<file path="src/spicc_pkg.sv">
package spicc_pkg;

	// Register byte addresses on the APB word grid.
	localparam logic [7:0] SPICC_ADDR_CTRL1 = 8'h00;
	localparam logic [7:0] SPICC_ADDR_CTRL2 = 8'h04;
	localparam logic [7:0] SPICC_ADDR_BAUD = 8'h08;
	localparam logic [7:0] SPICC_ADDR_STAT = 8'h0C;
	localparam logic [7:0] SPICC_ADDR_DATA = 8'h10;

	// Reset values.
	localparam logic [7:0] SPICC_CTRL1_RST = 8'h00;
	localparam logic [3:0] SPICC_CTRL2_RST = 4'h0;
	localparam logic [7:0] SPICC_BAUD_RST = 8'h00;
	localparam logic [7:0] SPICC_DATA_RST = 8'h00;

	// Control register 2 field positions.
	localparam int SPICC_C2_MODE_FAULT_EN = 4;
	localparam int SPICC_C2_SW_OE = 3;
	localparam int SPICC_C2_STOP_IN_WAIT = 1;
	localparam int SPICC_C2_SW_MODE = 0;

	// Status register field positions.
	localparam int SPICC_ST_RX_FULL = 7;
	localparam int SPICC_ST_TX_EMPTY = 5;
	localparam int SPICC_ST_MODE_FAULT = 4;

	// Baud register fields: prescale in 6:4, rate in 2:0.
	localparam int SPICC_BAUD_PRE_LSB = 4;
	localparam int SPICC_BAUD_RATE_LSB = 0;

	// Index of the last of the 16 serial clock edges in one byte.
	localparam logic [3:0] SPICC_LAST_EDGE = 4'hF;

	// Number of synchronised pins.
	localparam int SPICC_PINS = 4;

	typedef struct packed {
		logic rxFaultIrqEnable;
		logic portEnable;
		logic txEmptyIrqEnable;
		logic masterSelect;
		logic clockPolarity;
		logic clockPhase;
		logic selectOutputEnable;
		logic lsbFirst;
	} spicc_ctrl1_t;

	typedef struct packed {
		logic modeFaultEnable;
		logic singleWireOutputEnable;
		logic stopInWait;
		logic singleWireMode;
	} spicc_ctrl2_t;

	typedef struct packed {
		logic sck;
		logic mosi;
		logic miso;
		logic ss;
	} spicc_pins_t;

endpackage : spicc_pkg

</file>
<file path="src/spicc_sync.sv">
`timescale 1ns/10ps
`default_nettype none

module spicc_sync #(
	parameter int WIDTH = 4
) (
	// Clock and reset.
	input wire logic clk,
	input wire logic rst_n,
	// Asynchronous levels in, synchronised levels out.
	input wire logic [WIDTH-1:0] asyncIn,
	output logic [WIDTH-1:0] syncOut
);

	logic [WIDTH-1:0] firstStage;

	// Two flip-flops per bit; only the second reads the first.
	for (genvar i = 0; i < WIDTH; i++) begin : g_bit
		always_ff @(posedge clk or negedge rst_n) begin
			if (!rst_n) begin
				firstStage[i] <= 1'b0;
				syncOut[i] <= 1'b0;
			end else begin
				firstStage[i] <= asyncIn[i];
				syncOut[i] <= firstStage[i];
			end
		end
	end

endmodule : spicc_sync

`default_nettype wire

</file>
<file path="src/spicc_control.sv">
// Summary of operation
// - Every stop mode forces the port inactive; deep stop restores reset state.
// - Light stop halts the port's clocks and keeps all register contents.
// - Light stop exit by reset resets the port; by interrupt it resumes.
// - Five 8-bit registers: two controls, baud, status and data.
// - Control 1 bit 7 requests an interrupt on receive-full or mode fault.
// - Clearing enable aborts transfer, empties buffers, clears rx-full, sets tx-empty.
// - Control 1 bit 5 requests an interrupt while transmit-empty is set.
// - Control 1 bit 4 selects slave (0) or clock-driving master (1).
// - Bit 3 inverts the serial clock; 0 idles low, 1 idles high.
// - Bit 2 places the first clock edge mid-bit (0) or at bit start (1).
// - Bit 0 selects MSB first (0) or LSB first (1) shifting.
// - In slave mode the select pin is always the active-low select input.
// - Control 2 bits 7, 6, 5 and 2 read back as zero.
// - In single-wire mode control 2 bit 3 enables the shared data driver.
// - Control 2 bit 1 stops the port's clocks during wait.
// - Control 2 bit 0 selects single-wire data on the role's shared pin.
// - While disabled, all four pins return to general-purpose I/O.
// - Without single-wire mode, MOSI is master output and slave input.
//
// Our own choices: register access over APB and the placing of the registers.
`timescale 1ns/10ps
`default_nettype none

module spicc_control (
	// Clock and reset.
	input wire logic core_clk,
	input wire logic rst_n,
	// Power mode controls.
	input wire logic stopDeep,
	input wire logic stopLight,
	input wire logic waitMode,
	// APB slave.
	input wire logic psel,
	input wire logic penable,
	input wire logic pwrite,
	input wire logic [7:0] paddr,
	input wire logic [31:0] pwdata,
	output logic [31:0] prdata,
	output logic pready,
	output logic pslverr,
	// Serial pins.
	input wire spicc_pkg::spicc_pins_t pinIn,
	output spicc_pkg::spicc_pins_t pinOut,
	output spicc_pkg::spicc_pins_t pinOe,
	output spicc_pkg::spicc_pins_t pinOwn,
	// Interrupt request.
	output logic irq
);

	spicc_pkg::spicc_ctrl1_t ctrl1Reg;
	spicc_pkg::spicc_ctrl2_t ctrl2Reg;
	spicc_pkg::spicc_pins_t pinSync;
	logic [7:0] baudReg;
	logic [7:0] txBufReg;
	logic [7:0] rxBufReg;
	logic [7:0] shiftReg;
	logic [7:0] shiftNext;
	logic [7:0] readData;
	logic [10:0] divCnt;
	logic [10:0] halfCount;
	logic [3:0] edgeIdx;
	logic rxFull;
	logic txEmpty;
	logic modeFault;
	logic armRx;
	logic armTx;
	logic armFault;
	logic busy;
	logic sckLevel;
	logic sckPrev;
	logic rxBit;
	logic hold;
	logic enabled;
	logic isMaster;
	logic ssAutoOut;
	logic ssFaultIn;
	logic dataIn;
	logic dataOut;
	logic edgeEv;
	logic sampleEv;
	logic shiftEv;
	logic doneEv;
	logic startEv;
	logic faultEv;
	logic slaveSel;
	logic wrAcc;
	logic rdAcc;
	logic mapped;

	spicc_sync #(
		.WIDTH(spicc_pkg::SPICC_PINS)
	) u_sync (
		.clk(core_clk),
		.rst_n(rst_n),
		.asyncIn(pinIn),
		.syncOut(pinSync)
	);

	assign enabled = ctrl1Reg.portEnable && !stopLight && !stopDeep;
	assign hold = stopLight || (waitMode && ctrl2Reg.stopInWait);
	assign isMaster = ctrl1Reg.masterSelect;
	assign ssAutoOut = isMaster && ctrl2Reg.modeFaultEnable &&
		ctrl1Reg.selectOutputEnable;
	assign ssFaultIn = isMaster && ctrl2Reg.modeFaultEnable &&
		!ctrl1Reg.selectOutputEnable;
	assign slaveSel = !isMaster && !pinSync.ss;

	always_comb begin
		if (ctrl2Reg.singleWireMode) begin
			dataIn = isMaster ? pinSync.mosi : pinSync.miso;
		end else begin
			dataIn = isMaster ? pinSync.miso : pinSync.mosi;
		end
	end

	assign dataOut = ctrl1Reg.lsbFirst ? shiftReg[0] : shiftReg[7];
	always_comb begin
		if (ctrl1Reg.lsbFirst) begin
			shiftNext = {(sampleEv && doneEv) ? dataIn : rxBit,
				shiftReg[7:1]};
		end else begin
			shiftNext = {shiftReg[6:0],
				(sampleEv && doneEv) ? dataIn : rxBit};
		end
	end

	assign halfCount = 11'(({8'h00, baudReg[spicc_pkg::SPICC_BAUD_PRE_LSB +: 3]}
		+ 11'h001) << baudReg[spicc_pkg::SPICC_BAUD_RATE_LSB +: 3]) - 11'h001;

	always_comb begin
		if (isMaster) begin
			edgeEv = busy && !hold && (divCnt == halfCount);
		end else begin
			edgeEv = busy && !hold && (pinSync.sck != sckPrev);
		end
	end
	assign sampleEv = edgeEv && (edgeIdx[0] == ctrl1Reg.clockPhase);
	assign shiftEv = edgeEv && !sampleEv &&
		!(ctrl1Reg.clockPhase && (edgeIdx == 4'h0));
	assign doneEv = edgeEv && (edgeIdx == spicc_pkg::SPICC_LAST_EDGE);
	assign startEv = enabled && !busy && !hold &&
		(isMaster ? !txEmpty : slaveSel);
	assign faultEv = enabled && ssFaultIn && !pinSync.ss && !hold;

	assign wrAcc = psel && penable && pready && pwrite;
	assign rdAcc = psel && penable && pready && !pwrite;
	assign mapped = (paddr == spicc_pkg::SPICC_ADDR_CTRL1) ||
		(paddr == spicc_pkg::SPICC_ADDR_CTRL2) ||
		(paddr == spicc_pkg::SPICC_ADDR_BAUD) ||
		(paddr == spicc_pkg::SPICC_ADDR_STAT) ||
		(paddr == spicc_pkg::SPICC_ADDR_DATA);

	always_comb begin
		readData = 8'h00;
		case (paddr)
			spicc_pkg::SPICC_ADDR_CTRL1: readData = ctrl1Reg;
			spicc_pkg::SPICC_ADDR_CTRL2: begin
				readData[spicc_pkg::SPICC_C2_MODE_FAULT_EN] =
					ctrl2Reg.modeFaultEnable;
				readData[spicc_pkg::SPICC_C2_SW_OE] =
					ctrl2Reg.singleWireOutputEnable;
				readData[spicc_pkg::SPICC_C2_STOP_IN_WAIT] =
					ctrl2Reg.stopInWait;
				readData[spicc_pkg::SPICC_C2_SW_MODE] =
					ctrl2Reg.singleWireMode;
			end
			spicc_pkg::SPICC_ADDR_BAUD: readData = baudReg;
			spicc_pkg::SPICC_ADDR_STAT: begin
				readData[spicc_pkg::SPICC_ST_RX_FULL] = rxFull;
				readData[spicc_pkg::SPICC_ST_TX_EMPTY] = txEmpty;
				readData[spicc_pkg::SPICC_ST_MODE_FAULT] = modeFault;
			end
			spicc_pkg::SPICC_ADDR_DATA: readData = rxBufReg;
			default: readData = 8'h00;
		endcase
	end

	// APB answer, one access cycle with no wait states.
	always_ff @(posedge core_clk or negedge rst_n) begin
		if (!rst_n) begin
			pready <= 1'b0;
			pslverr <= 1'b0;
			prdata <= 32'h0000_0000;
		end else begin
			pready <= psel && !penable;
			pslverr <= psel && !penable && !mapped;
			prdata <= {24'h00_0000, readData};
		end
	end

	always_ff @(posedge core_clk or negedge rst_n) begin
		if (!rst_n) begin
			ctrl1Reg <= spicc_pkg::SPICC_CTRL1_RST;
			ctrl2Reg <= spicc_pkg::SPICC_CTRL2_RST;
			baudReg <= spicc_pkg::SPICC_BAUD_RST;
		end else if (stopDeep) begin
			ctrl1Reg <= spicc_pkg::SPICC_CTRL1_RST;
			ctrl2Reg <= spicc_pkg::SPICC_CTRL2_RST;
			baudReg <= spicc_pkg::SPICC_BAUD_RST;
		end else if (wrAcc) begin
			if (paddr == spicc_pkg::SPICC_ADDR_CTRL1) begin
				ctrl1Reg <= pwdata[7:0];
			end
			if (paddr == spicc_pkg::SPICC_ADDR_CTRL2) begin
				ctrl2Reg <= {pwdata[spicc_pkg::SPICC_C2_MODE_FAULT_EN],
					pwdata[spicc_pkg::SPICC_C2_SW_OE],
					pwdata[spicc_pkg::SPICC_C2_STOP_IN_WAIT],
					pwdata[spicc_pkg::SPICC_C2_SW_MODE]};
			end
			if (paddr == spicc_pkg::SPICC_ADDR_BAUD) begin
				baudReg <= {1'b0, pwdata[6:4], 1'b0, pwdata[2:0]};
			end
		end
	end

	// Status flags and their read-then-access clear sequences.
	always_ff @(posedge core_clk or negedge rst_n) begin
		if (!rst_n) begin
			rxFull <= 1'b0;
			txEmpty <= 1'b1;
			modeFault <= 1'b0;
			armRx <= 1'b0;
			armTx <= 1'b0;
			armFault <= 1'b0;
			txBufReg <= spicc_pkg::SPICC_DATA_RST;
			rxBufReg <= spicc_pkg::SPICC_DATA_RST;
		end else if (stopDeep || !ctrl1Reg.portEnable) begin
			rxFull <= 1'b0;
			txEmpty <= 1'b1;
			modeFault <= 1'b0;
			armRx <= 1'b0;
			armTx <= 1'b0;
			armFault <= 1'b0;
			txBufReg <= spicc_pkg::SPICC_DATA_RST;
			rxBufReg <= spicc_pkg::SPICC_DATA_RST;
		end else begin
			if (rdAcc && paddr == spicc_pkg::SPICC_ADDR_STAT) begin
				armRx <= rxFull;
				armTx <= txEmpty;
				armFault <= modeFault;
			end
			if (rdAcc && paddr == spicc_pkg::SPICC_ADDR_DATA && armRx) begin
				rxFull <= 1'b0;
				armRx <= 1'b0;
			end
			if (wrAcc && paddr == spicc_pkg::SPICC_ADDR_DATA && armTx
				&& txEmpty) begin
				txBufReg <= pwdata[7:0];
				txEmpty <= 1'b0;
				armTx <= 1'b0;
			end
			if (wrAcc && paddr == spicc_pkg::SPICC_ADDR_CTRL1 && armFault) begin
				modeFault <= 1'b0;
				armFault <= 1'b0;
			end
			// Hardware set wins over a clear in the same cycle.
			if (doneEv) begin
				rxBufReg <= shiftNext;
				rxFull <= 1'b1;
			end
			if (startEv && isMaster) begin
				txEmpty <= 1'b1;
			end
			if (startEv && !isMaster && !txEmpty) begin
				txEmpty <= 1'b1;
			end
			if (faultEv) begin
				modeFault <= 1'b1;
			end
		end
	end

	// Transfer engine: divider, edge counter and shifter.
	always_ff @(posedge core_clk or negedge rst_n) begin
		if (!rst_n) begin
			busy <= 1'b0;
			divCnt <= 11'h000;
			edgeIdx <= 4'h0;
			sckLevel <= 1'b0;
			sckPrev <= 1'b0;
			rxBit <= 1'b0;
			shiftReg <= spicc_pkg::SPICC_DATA_RST;
		end else if (stopDeep || !ctrl1Reg.portEnable || faultEv) begin
			busy <= 1'b0;
			divCnt <= 11'h000;
			edgeIdx <= 4'h0;
			sckLevel <= 1'b0;
			sckPrev <= pinSync.sck;
			rxBit <= 1'b0;
		end else if (!hold) begin
			sckPrev <= pinSync.sck;
			if (startEv) begin
				busy <= 1'b1;
				divCnt <= 11'h000;
				edgeIdx <= 4'h0;
				sckLevel <= 1'b0;
				if (!txEmpty) begin
					shiftReg <= txBufReg;
				end
			end else if (busy && !isMaster && !slaveSel) begin
				busy <= 1'b0;
				edgeIdx <= 4'h0;
			end else if (busy) begin
				divCnt <= (divCnt == halfCount) ? 11'h000 : divCnt + 11'h001;
				if (edgeEv) begin
					edgeIdx <= edgeIdx + 4'h1;
					sckLevel <= isMaster ? !sckLevel : 1'b0;
				end
				if (sampleEv) begin
					rxBit <= dataIn;
				end
				if (shiftEv || (sampleEv && doneEv)) begin
					shiftReg <= shiftNext;
				end
				if (doneEv) begin
					busy <= 1'b0;
				end
			end
		end
	end

	// Registered pin drivers, ownership and interrupt request.
	always_ff @(posedge core_clk or negedge rst_n) begin
		if (!rst_n) begin
			pinOut <= '0;
			pinOe <= '0;
			pinOwn <= '0;
			irq <= 1'b0;
		end else begin
			irq <= ctrl1Reg.portEnable &&
				((ctrl1Reg.rxFaultIrqEnable && (rxFull || modeFault)) ||
				(ctrl1Reg.txEmptyIrqEnable && txEmpty));
			if (!enabled) begin
				pinOut <= '0;
				pinOe <= '0;
				pinOwn <= '0;
			end else begin
				pinOut.sck <= ctrl1Reg.clockPolarity ^ sckLevel;
				pinOe.sck <= isMaster;
				pinOwn.sck <= 1'b1;
				pinOut.mosi <= dataOut;
				pinOut.miso <= dataOut;
				if (ctrl2Reg.singleWireMode) begin
					pinOe.mosi <= isMaster &&
						ctrl2Reg.singleWireOutputEnable;
					pinOe.miso <= !isMaster && slaveSel &&
						ctrl2Reg.singleWireOutputEnable;
					pinOwn.mosi <= isMaster;
					pinOwn.miso <= !isMaster;
				end else begin
					pinOe.mosi <= isMaster;
					pinOe.miso <= slaveSel;
					pinOwn.mosi <= 1'b1;
					pinOwn.miso <= 1'b1;
				end
				pinOut.ss <= !busy;
				pinOe.ss <= ssAutoOut;
				pinOwn.ss <= !isMaster || ctrl2Reg.modeFaultEnable;
			end
		end
	end

endmodule : spicc_control

`default_nettype wire

</file>
<file path="config.mk">
export PLATFORM = sky130hd
export DESIGN_NAME = spicc_control
export DESIGN_NICKNAME = d
export VERILOG_FILES = /design/src/spicc_pkg.sv /design/src/spicc_sync.sv /design/src/spicc_control.sv
export SDC_FILE = /design/constraint.sdc
export NUM_CORES = 1
export LEC_CHECK = 0
export BUFFER_PORTS_ARGS = -buffer_cell sky130_fd_sc_hd__buf_2
export CAP_MARGIN = 20
export CORE_UTILIZATION = 30
export DETAILED_ROUTE_END_ITERATION = 6
export GPL_TIMING_DRIVEN = 0
export PLACE_DENSITY = 0.53
export SETUP_SLACK_MARGIN = 0.3
export SLEW_MARGIN = 5
export SYNTH_ARGS = -nofsm -noshare
export SYNTH_HDL_FRONTEND = slang
export SYNTH_HIERARCHICAL = 1
export SYNTH_SLANG_ARGS = --single-unit
</file>
<file path="constraint.sdc">
create_clock -name core_clk -period 3.78 [get_ports core_clk]
set_clock_uncertainty 0.2 [all_clocks]
set_input_delay 0 -clock core_clk [delete_from_list [all_inputs] [get_ports core_clk]]
set_output_delay 0 -clock core_clk [all_outputs]
set_load 0.03 [all_outputs]
</file>
# After elaboration in Yosys (flattened, before gate mapping)
# Cells that the tools add are included.
[totals]
regBits = 100
latch_bits = 0
ram_bits = 0
mem_bits_ro = 0
output_inout_bits = 47
word_cells = 268
memories = 0
[classes]
n_addsub = 4
n_mul = 0
div_mod_pow = 0
magnitude_cmp = 0
eq_ne = 14
shifts = 1
mux = 90
n_bitwise = 3
n_reduce_logical = 104
[ops]
columns = ["cell", "count"]
rows = [
  ["$mux 8", 16],
  ["$mux 11", 6],
  ["$mux 4", 12],
  ["$logic_and 1x1->1", 47],
  ["$mux 1", 47],
  ["$reduce_bool 3->1", 7],
  ["$reduce_bool 2->1", 10],
  ["$eq 8x4->1 const B", 2],
  ["$logic_not 1->1", 16],
  ["$pmux 1 s4", 3],
  ["$reduce_bool 4->1", 3],
  ["$add 11x1->11 const B", 1],
  ["$eq 11x11->1", 1],
  ["$logic_or 1x1->1", 11],
  ["$shl 4x3->11", 1],
  ["$sub 11x1->11 const B", 1],
  ["$eq 8x3->1 const B", 1],
  ["$eq 8x5->1 const B", 1],
  ["$logic_not 8->1", 1],
  ["$pmux 2 s4", 1],
  ["$ne 2x2->1 const B", 3],
  ["$pmux 1 s3", 2],
  ["$reduce_and 2->1", 3],
  ["$reduce_and 3->1", 2],
  ["other kinds (15)", 18],
]

# Logic depth before layout (Yosys ltp)
[depth]
word_depth = 15
mapped_depth = 16

# Modules after synthesis
# The synthesis kept the hierarchy.
[by_module_without_submodules]
columns = ["mod", "instances", "cells_per_inst", "area_each_um2", "seq_area_each_um2"]
rows = [
  ["spicc_control", 1, 576, 5395.2, 2228.4],
  ["spicc_sync", 1, 8, 200.2, 200.2],
]

# Least setup slack after synthesis
# No wires, ideal clock.
[synth_path]
path_type = "reg-to-reg"
from = "register baudReg[5]"
to = "register shiftReg[1]"
arrival_ns = 3.369
path_slack_ns = 0.086
stages_incl_launch_ff = 11
period_less_slack_ns = 3.694
cell_sequence = "dfrtp_1 -> ha_1 -> nor2b_1 -> nor2_1 -> o22ai_1 -> o31a_1 -> or4_1 -> a31o_2 -> or4_4 -> a21oi_4 -> mux2_2"
[synth_via]
elab_chain_len = 13
elab_cells_between_ends = 15
classes_between = "add/sub (2); eq/ne (1); shift (1); mux (1); reduce/logical (10)"
[synth_rtl]
columns = ["element", "line", "rtl"]
rows = [
  ["start: declaration", "spicc_control.sv:54", "logic [7:0] baudReg;"],
  ["start signal: assignment", "spicc_control.sv:196", "baudReg <= spicc_pkg::SPICC_BAUD_RST;"],
  ["start signal: assignment", "spicc_control.sv:200", "baudReg <= spicc_pkg::SPICC_BAUD_RST;"],
  ["start signal: assignment", "spicc_control.sv:212", "baudReg <= {1'b0, pwdata[6:4], 1'b0, pwdata[2:0]};"],
  ["$add 3x1->4 *", "spicc_control.sv:129", "+ 11'h001) << baudReg[spicc_pkg::SPICC_BAUD_RATE_LSB +: 3]) - 11'h001;"],
  ["$shl 4x3->11 *", "spicc_control.sv:128", "assign halfCount = 11'(({8'h00, baudReg[spicc_pkg::SPICC_BAUD_PRE_LSB +: 3]}"],
  ["$sub 11x1->11 *", "spicc_control.sv:129", ""],
  ["$eq 11x11->1 *", "spicc_control.sv:133", "edgeEv = busy && !hold && (divCnt == halfCount);"],
  ["$logic_and 1x1->1 *", "spicc_control.sv:133", ""],
  ["$mux 1 *", "spicc_control.sv:132", "if (isMaster) begin"],
  ["$logic_and 1x1->1", "spicc_control.sv:138", "assign sampleEv = edgeEv && (edgeIdx[0] == ctrl1Reg.clockPhase);"],
  ["$logic_not 1->1", "spicc_control.sv:139", "assign shiftEv = edgeEv && !sampleEv &&"],
  ["$logic_and 1x1->1 (2 in a row)", "spicc_control.sv:139", ""],
  ["$logic_or 1x1->1 *", "spicc_control.sv:313", "if (shiftEv || (sampleEv && doneEv)) begin"],
  ["$reduce_bool 2->1 (no source line) *", "--", ""],
  ["$reduce_and 6->1 (no source line) *", "--", ""],
  ["end signal: assignment", "spicc_control.sv:283", "shiftReg <= spicc_pkg::SPICC_DATA_RST;"],
  ["end signal: assignment", "spicc_control.sv:299", "shiftReg <= txBufReg;"],
  ["end signal: assignment", "spicc_control.sv:314", "shiftReg <= shiftNext;"],
  ["end: declaration", "spicc_control.sv:57", "logic [7:0] shiftReg;"],
]
# Every way passes the cells marked *; elsewhere a longest branch is shown, timed or not.
# A chain may end at the register's enable or synchronous reset.

# Worst setup path in the final report
[layout_path]
from = "register baudReg[5]"
to = "register shiftReg[3]"
# Same word-level chain as after synthesis.

==> results.md <==
* Outcome: finished with violations
* Failing checks: DRC, setup timing
* Critical path data arrival time at 3.84 ns
* Clock root buffer: clkbuf_16
* H-tree depth reported by CTS at 3
* Die X at 139 µm
* Initial DRT Pass Iterations at 7
* Footprint of the multi-input gates at 0.00323 mm²
* Post-Syn Area at 0.00560 mm²
* Crit path launch: baudReg[5]
* Max Clock Freq at 263 MHz
* Vias per std cell at 5.03
* Reg2reg start: baudReg[5]
* Synth Area in Compound Gates at 15.1%
* Period utilization at 100%
* Num ports at 99
* Worst slew pin tran at 1.02 ns
* Layout cells sized above 1 at 28.9%
* Fillcell total at 1817
* Placed Cells at 885
* Number of synthesized flops with an enable pin at 0
* Req. time, crit path at 3.83 ns
* Pre-CTS WS at -0.349 ns
* Grt ovf at 0
* Min cycle time layout at 3.80 ns
* Switching pwr at 528 µW
* Dpl hpwl at 11100 µm
* Die ar. at 0.0192 mm²
* Routed vias at 4805
* Fin. max-slew vios at 0
* DRT iter0 DRCs at 302
* Ant diodes at 0
* Largest net degree at the start of global routing at 60
* CTS tree: yes
* FF-to-FF setup slack at -0.02 ns
* Layout area overhead at 35.1%
* Synth async-reset ratio at 100%
* Syn Inst Count at 584
* Hold Path Class: in -> reg
* Setup CP Type: reg -> reg
* Slew headroom at 31.2%
* CTS Sinks at 97
* P_int at 1640 µW
* Chip height at 139 µm
* PortBufs at 48
* Switching part of the total power at 24.4%
* Mux share of post-synthesis cell area at 11.2%
* Peak supply drop at 0.209 mV
* Synth warnings at 6
* PD cells at 287 mW/mm²
* Latest clock arrival within the worst-skew pair at 0.36 ns
* Max-Cap Viols at 0
* Syn_area_per_cell at 9.58 µm²
* Setup crit start kind: register
* Layout Cells excl Fill at 955
* First-pass GRT wire length at 25700 µm
* Hold_sp: paddr[5]
* Final wirelength at 15700 µm
* Vias in the first global route at 4765
* Largest family of logic cells by synthesized area: simple AND/OR/NAND/NOR gates
* Critical Path End Type: register
* Max clock buf depth at 2
* Routed Antenna Nets at 0
* Leakage at 0.00335 µW
* Wire length per cell at 16.4 µm
* Register area share after synthesis at 43.4%
* Ys flop type: dfrtp_1
* Comb pwr share at 6.4%
* Commonest non-fill, non-tap cell in the layout: dfrtp_1
* Synth Area in Simple Gates at 18.5%
* Final layout net count at 778
* Starting density of the core at 30.8%
* Area contributors post-synth: dfrtp_1, mux2i_1, nor2_1
* Count of different cell masters after synthesis at 71
* Core Region at 0.0181 mm²
* Max FO, Critical Path at 5
* Row count at 49
* Synth Register Bits at 97
* Final setup violation count at 4
* Synth Area in Adders at 1.12%
* Seq pwr share at 48.2%
* Post-route DRC at 8
* Clk pin slew, worst setup/hold paths at 0.07 ns
* CTS buffer count at 9
* Clock Power Share at 45.4%
* RSZ-0062 raised after global routing: yes
* GRT Overall Usage at 17.0%
* Final worst setup slack at -0.0162 ns
* Initial antenna violation count at 0
* Most frequent cells in the layout: dfrtp_1, nor2_1, buf_2
* Xor and xnor area share after synthesis at 3.04%
* RePlAce Congestion at 0.835
* Post-synth top area share at 42.9%
* Final Hold Violating Endpoints at 0
* Biggest area consumer among synthesized cells: dfrtp_1
* Storage cell area at 0.00243 mm²
[cell usage after synthesis (4+ instances only)]
cell type and count:
nor2b_1 10, mux2_2 5, nor4_1 5, o21ai_0 22, a21oi_1 27, or2_2 6
nand2b_1 10, nand3_1 9, ha_1 5, and2_1 5, buf_4 31, xnor2_1 13
inv_1 24, and3_1 10, buf_2 6, o22ai_1 5, o2111ai_1 6, a211oi_1 8
dfrtp_1 96, nor2_1 67, or3_1 6, nand2_1 38, nor3_1 15, nand4_1 6
a21o_1 5, a221o_1 4, clkbuf_1 16, or4_1 6, a2bb2oi_1 4, mux2i_1 49
[flip-flops by register name (all words and copies together), names as in the netlist, 6 cells and up]
register and flops:
shiftReg 8, rxBufReg 8, prdata 8, baudReg 6, txBufReg 8, ctrl1Reg 7, divCnt 11
[routing by layer]
metal	up-vias	routed length [µm]	track usage, %
met3	19	503	2.76
met4	0	301	6.27
li1	2320	-	-
met1	2375	6810	21.1
met2	91	8050	29.7
met5	-	0	0
[metrics by stage]
step	hold WS [ns]	total power, µW	cell area (µm²)	util (%)	setup TNS, ns
2_1_floorplan	-0.496	1130	5710	-	0
3_3_place_gp	-0.0898	1180	6240	34.4	-7.19
3_5_place_dp	-0.171	1180	6270	34.5	-8.48
4_1_cts	0.0605	2190	7410	40.8	0
5_1_grt	0.0789	2240	7560	41.7	-0.768
6_report	0.0656	2170	7560	41.7	-0.0442
[power groups by stage]
| stage | clock, µW | sequential [µW] | combinational (µW) |
|---|---|---|---|
| after global routing | 1050 | 1050 | 151 |
| final | 985 | 1050 | 138 |
| after detailed placement | 0 | 1070 | 117 |
| after global placement | 0 | 1070 | 112 |
| after floorplan | 0 | 1070 | 63.9 |
| after CTS | 1000 | 1050 | 139 |
[kinds of logic after synthesis]
family                   Yosys count
multiplexers                      59
XOR/XNOR                          17
other                              1
AND/OR/NAND/NOR                  206
buffers and inverters             80
flip-flops                        97
adder cells (fa/ha/maj)            5
AO/OA/AOI/OAI                    119
[final cells by class]
class | instances | area share [%]
Clock buffer | 10 | 3.16
Buffer | 56 | 4.80
Tap cell | 229 | 3.79
Sequential cell | 97 | 32.2
Inverter | 24 | 1.19
Timing Repair Buffer | 103 | 11.2
Clock inverter | 6 | 0.976
Multi-Input combinational cell | 430 | 42.7
[worst max-delay path, stage by stage, from the launching register on]
cell       delay (ns)
dfrtp_2          0.43
ha_4             0.27
nand2b_1         0.16
a2bb2oi_2        0.26
nand3_4          0.11
o31a_1           0.32
or4_4            0.51
a31o_2           0.26
or4_4            0.44
a21oi_4          0.17
buf_6            0.12
buf_12           0.11
mux2_2           0.33
[path summary, 6_finish.rpt]
path,endpoint,cells past startpoint
setup / recovery,shiftReg[3],12
hold / removal,armRx,5
setup reg to reg,shiftReg[3],12
hold reg to reg,u_sync/syncOut[3],0
max in group asynchronous,txEmpty,4
min in group asynchronous,u_sync/syncOut[0],4
[what timing repair did]
action	in CTS	in global routing
gates resized for setup	70	26
gates cloned	3	0
buffers inserted	19	4
hold endpoints to repair	144	0
pin swaps	21	12
endpoints found under the setup margin	35	35
hold buffers	28	0
Note: power is estimated with default switching activity, not from simulation.
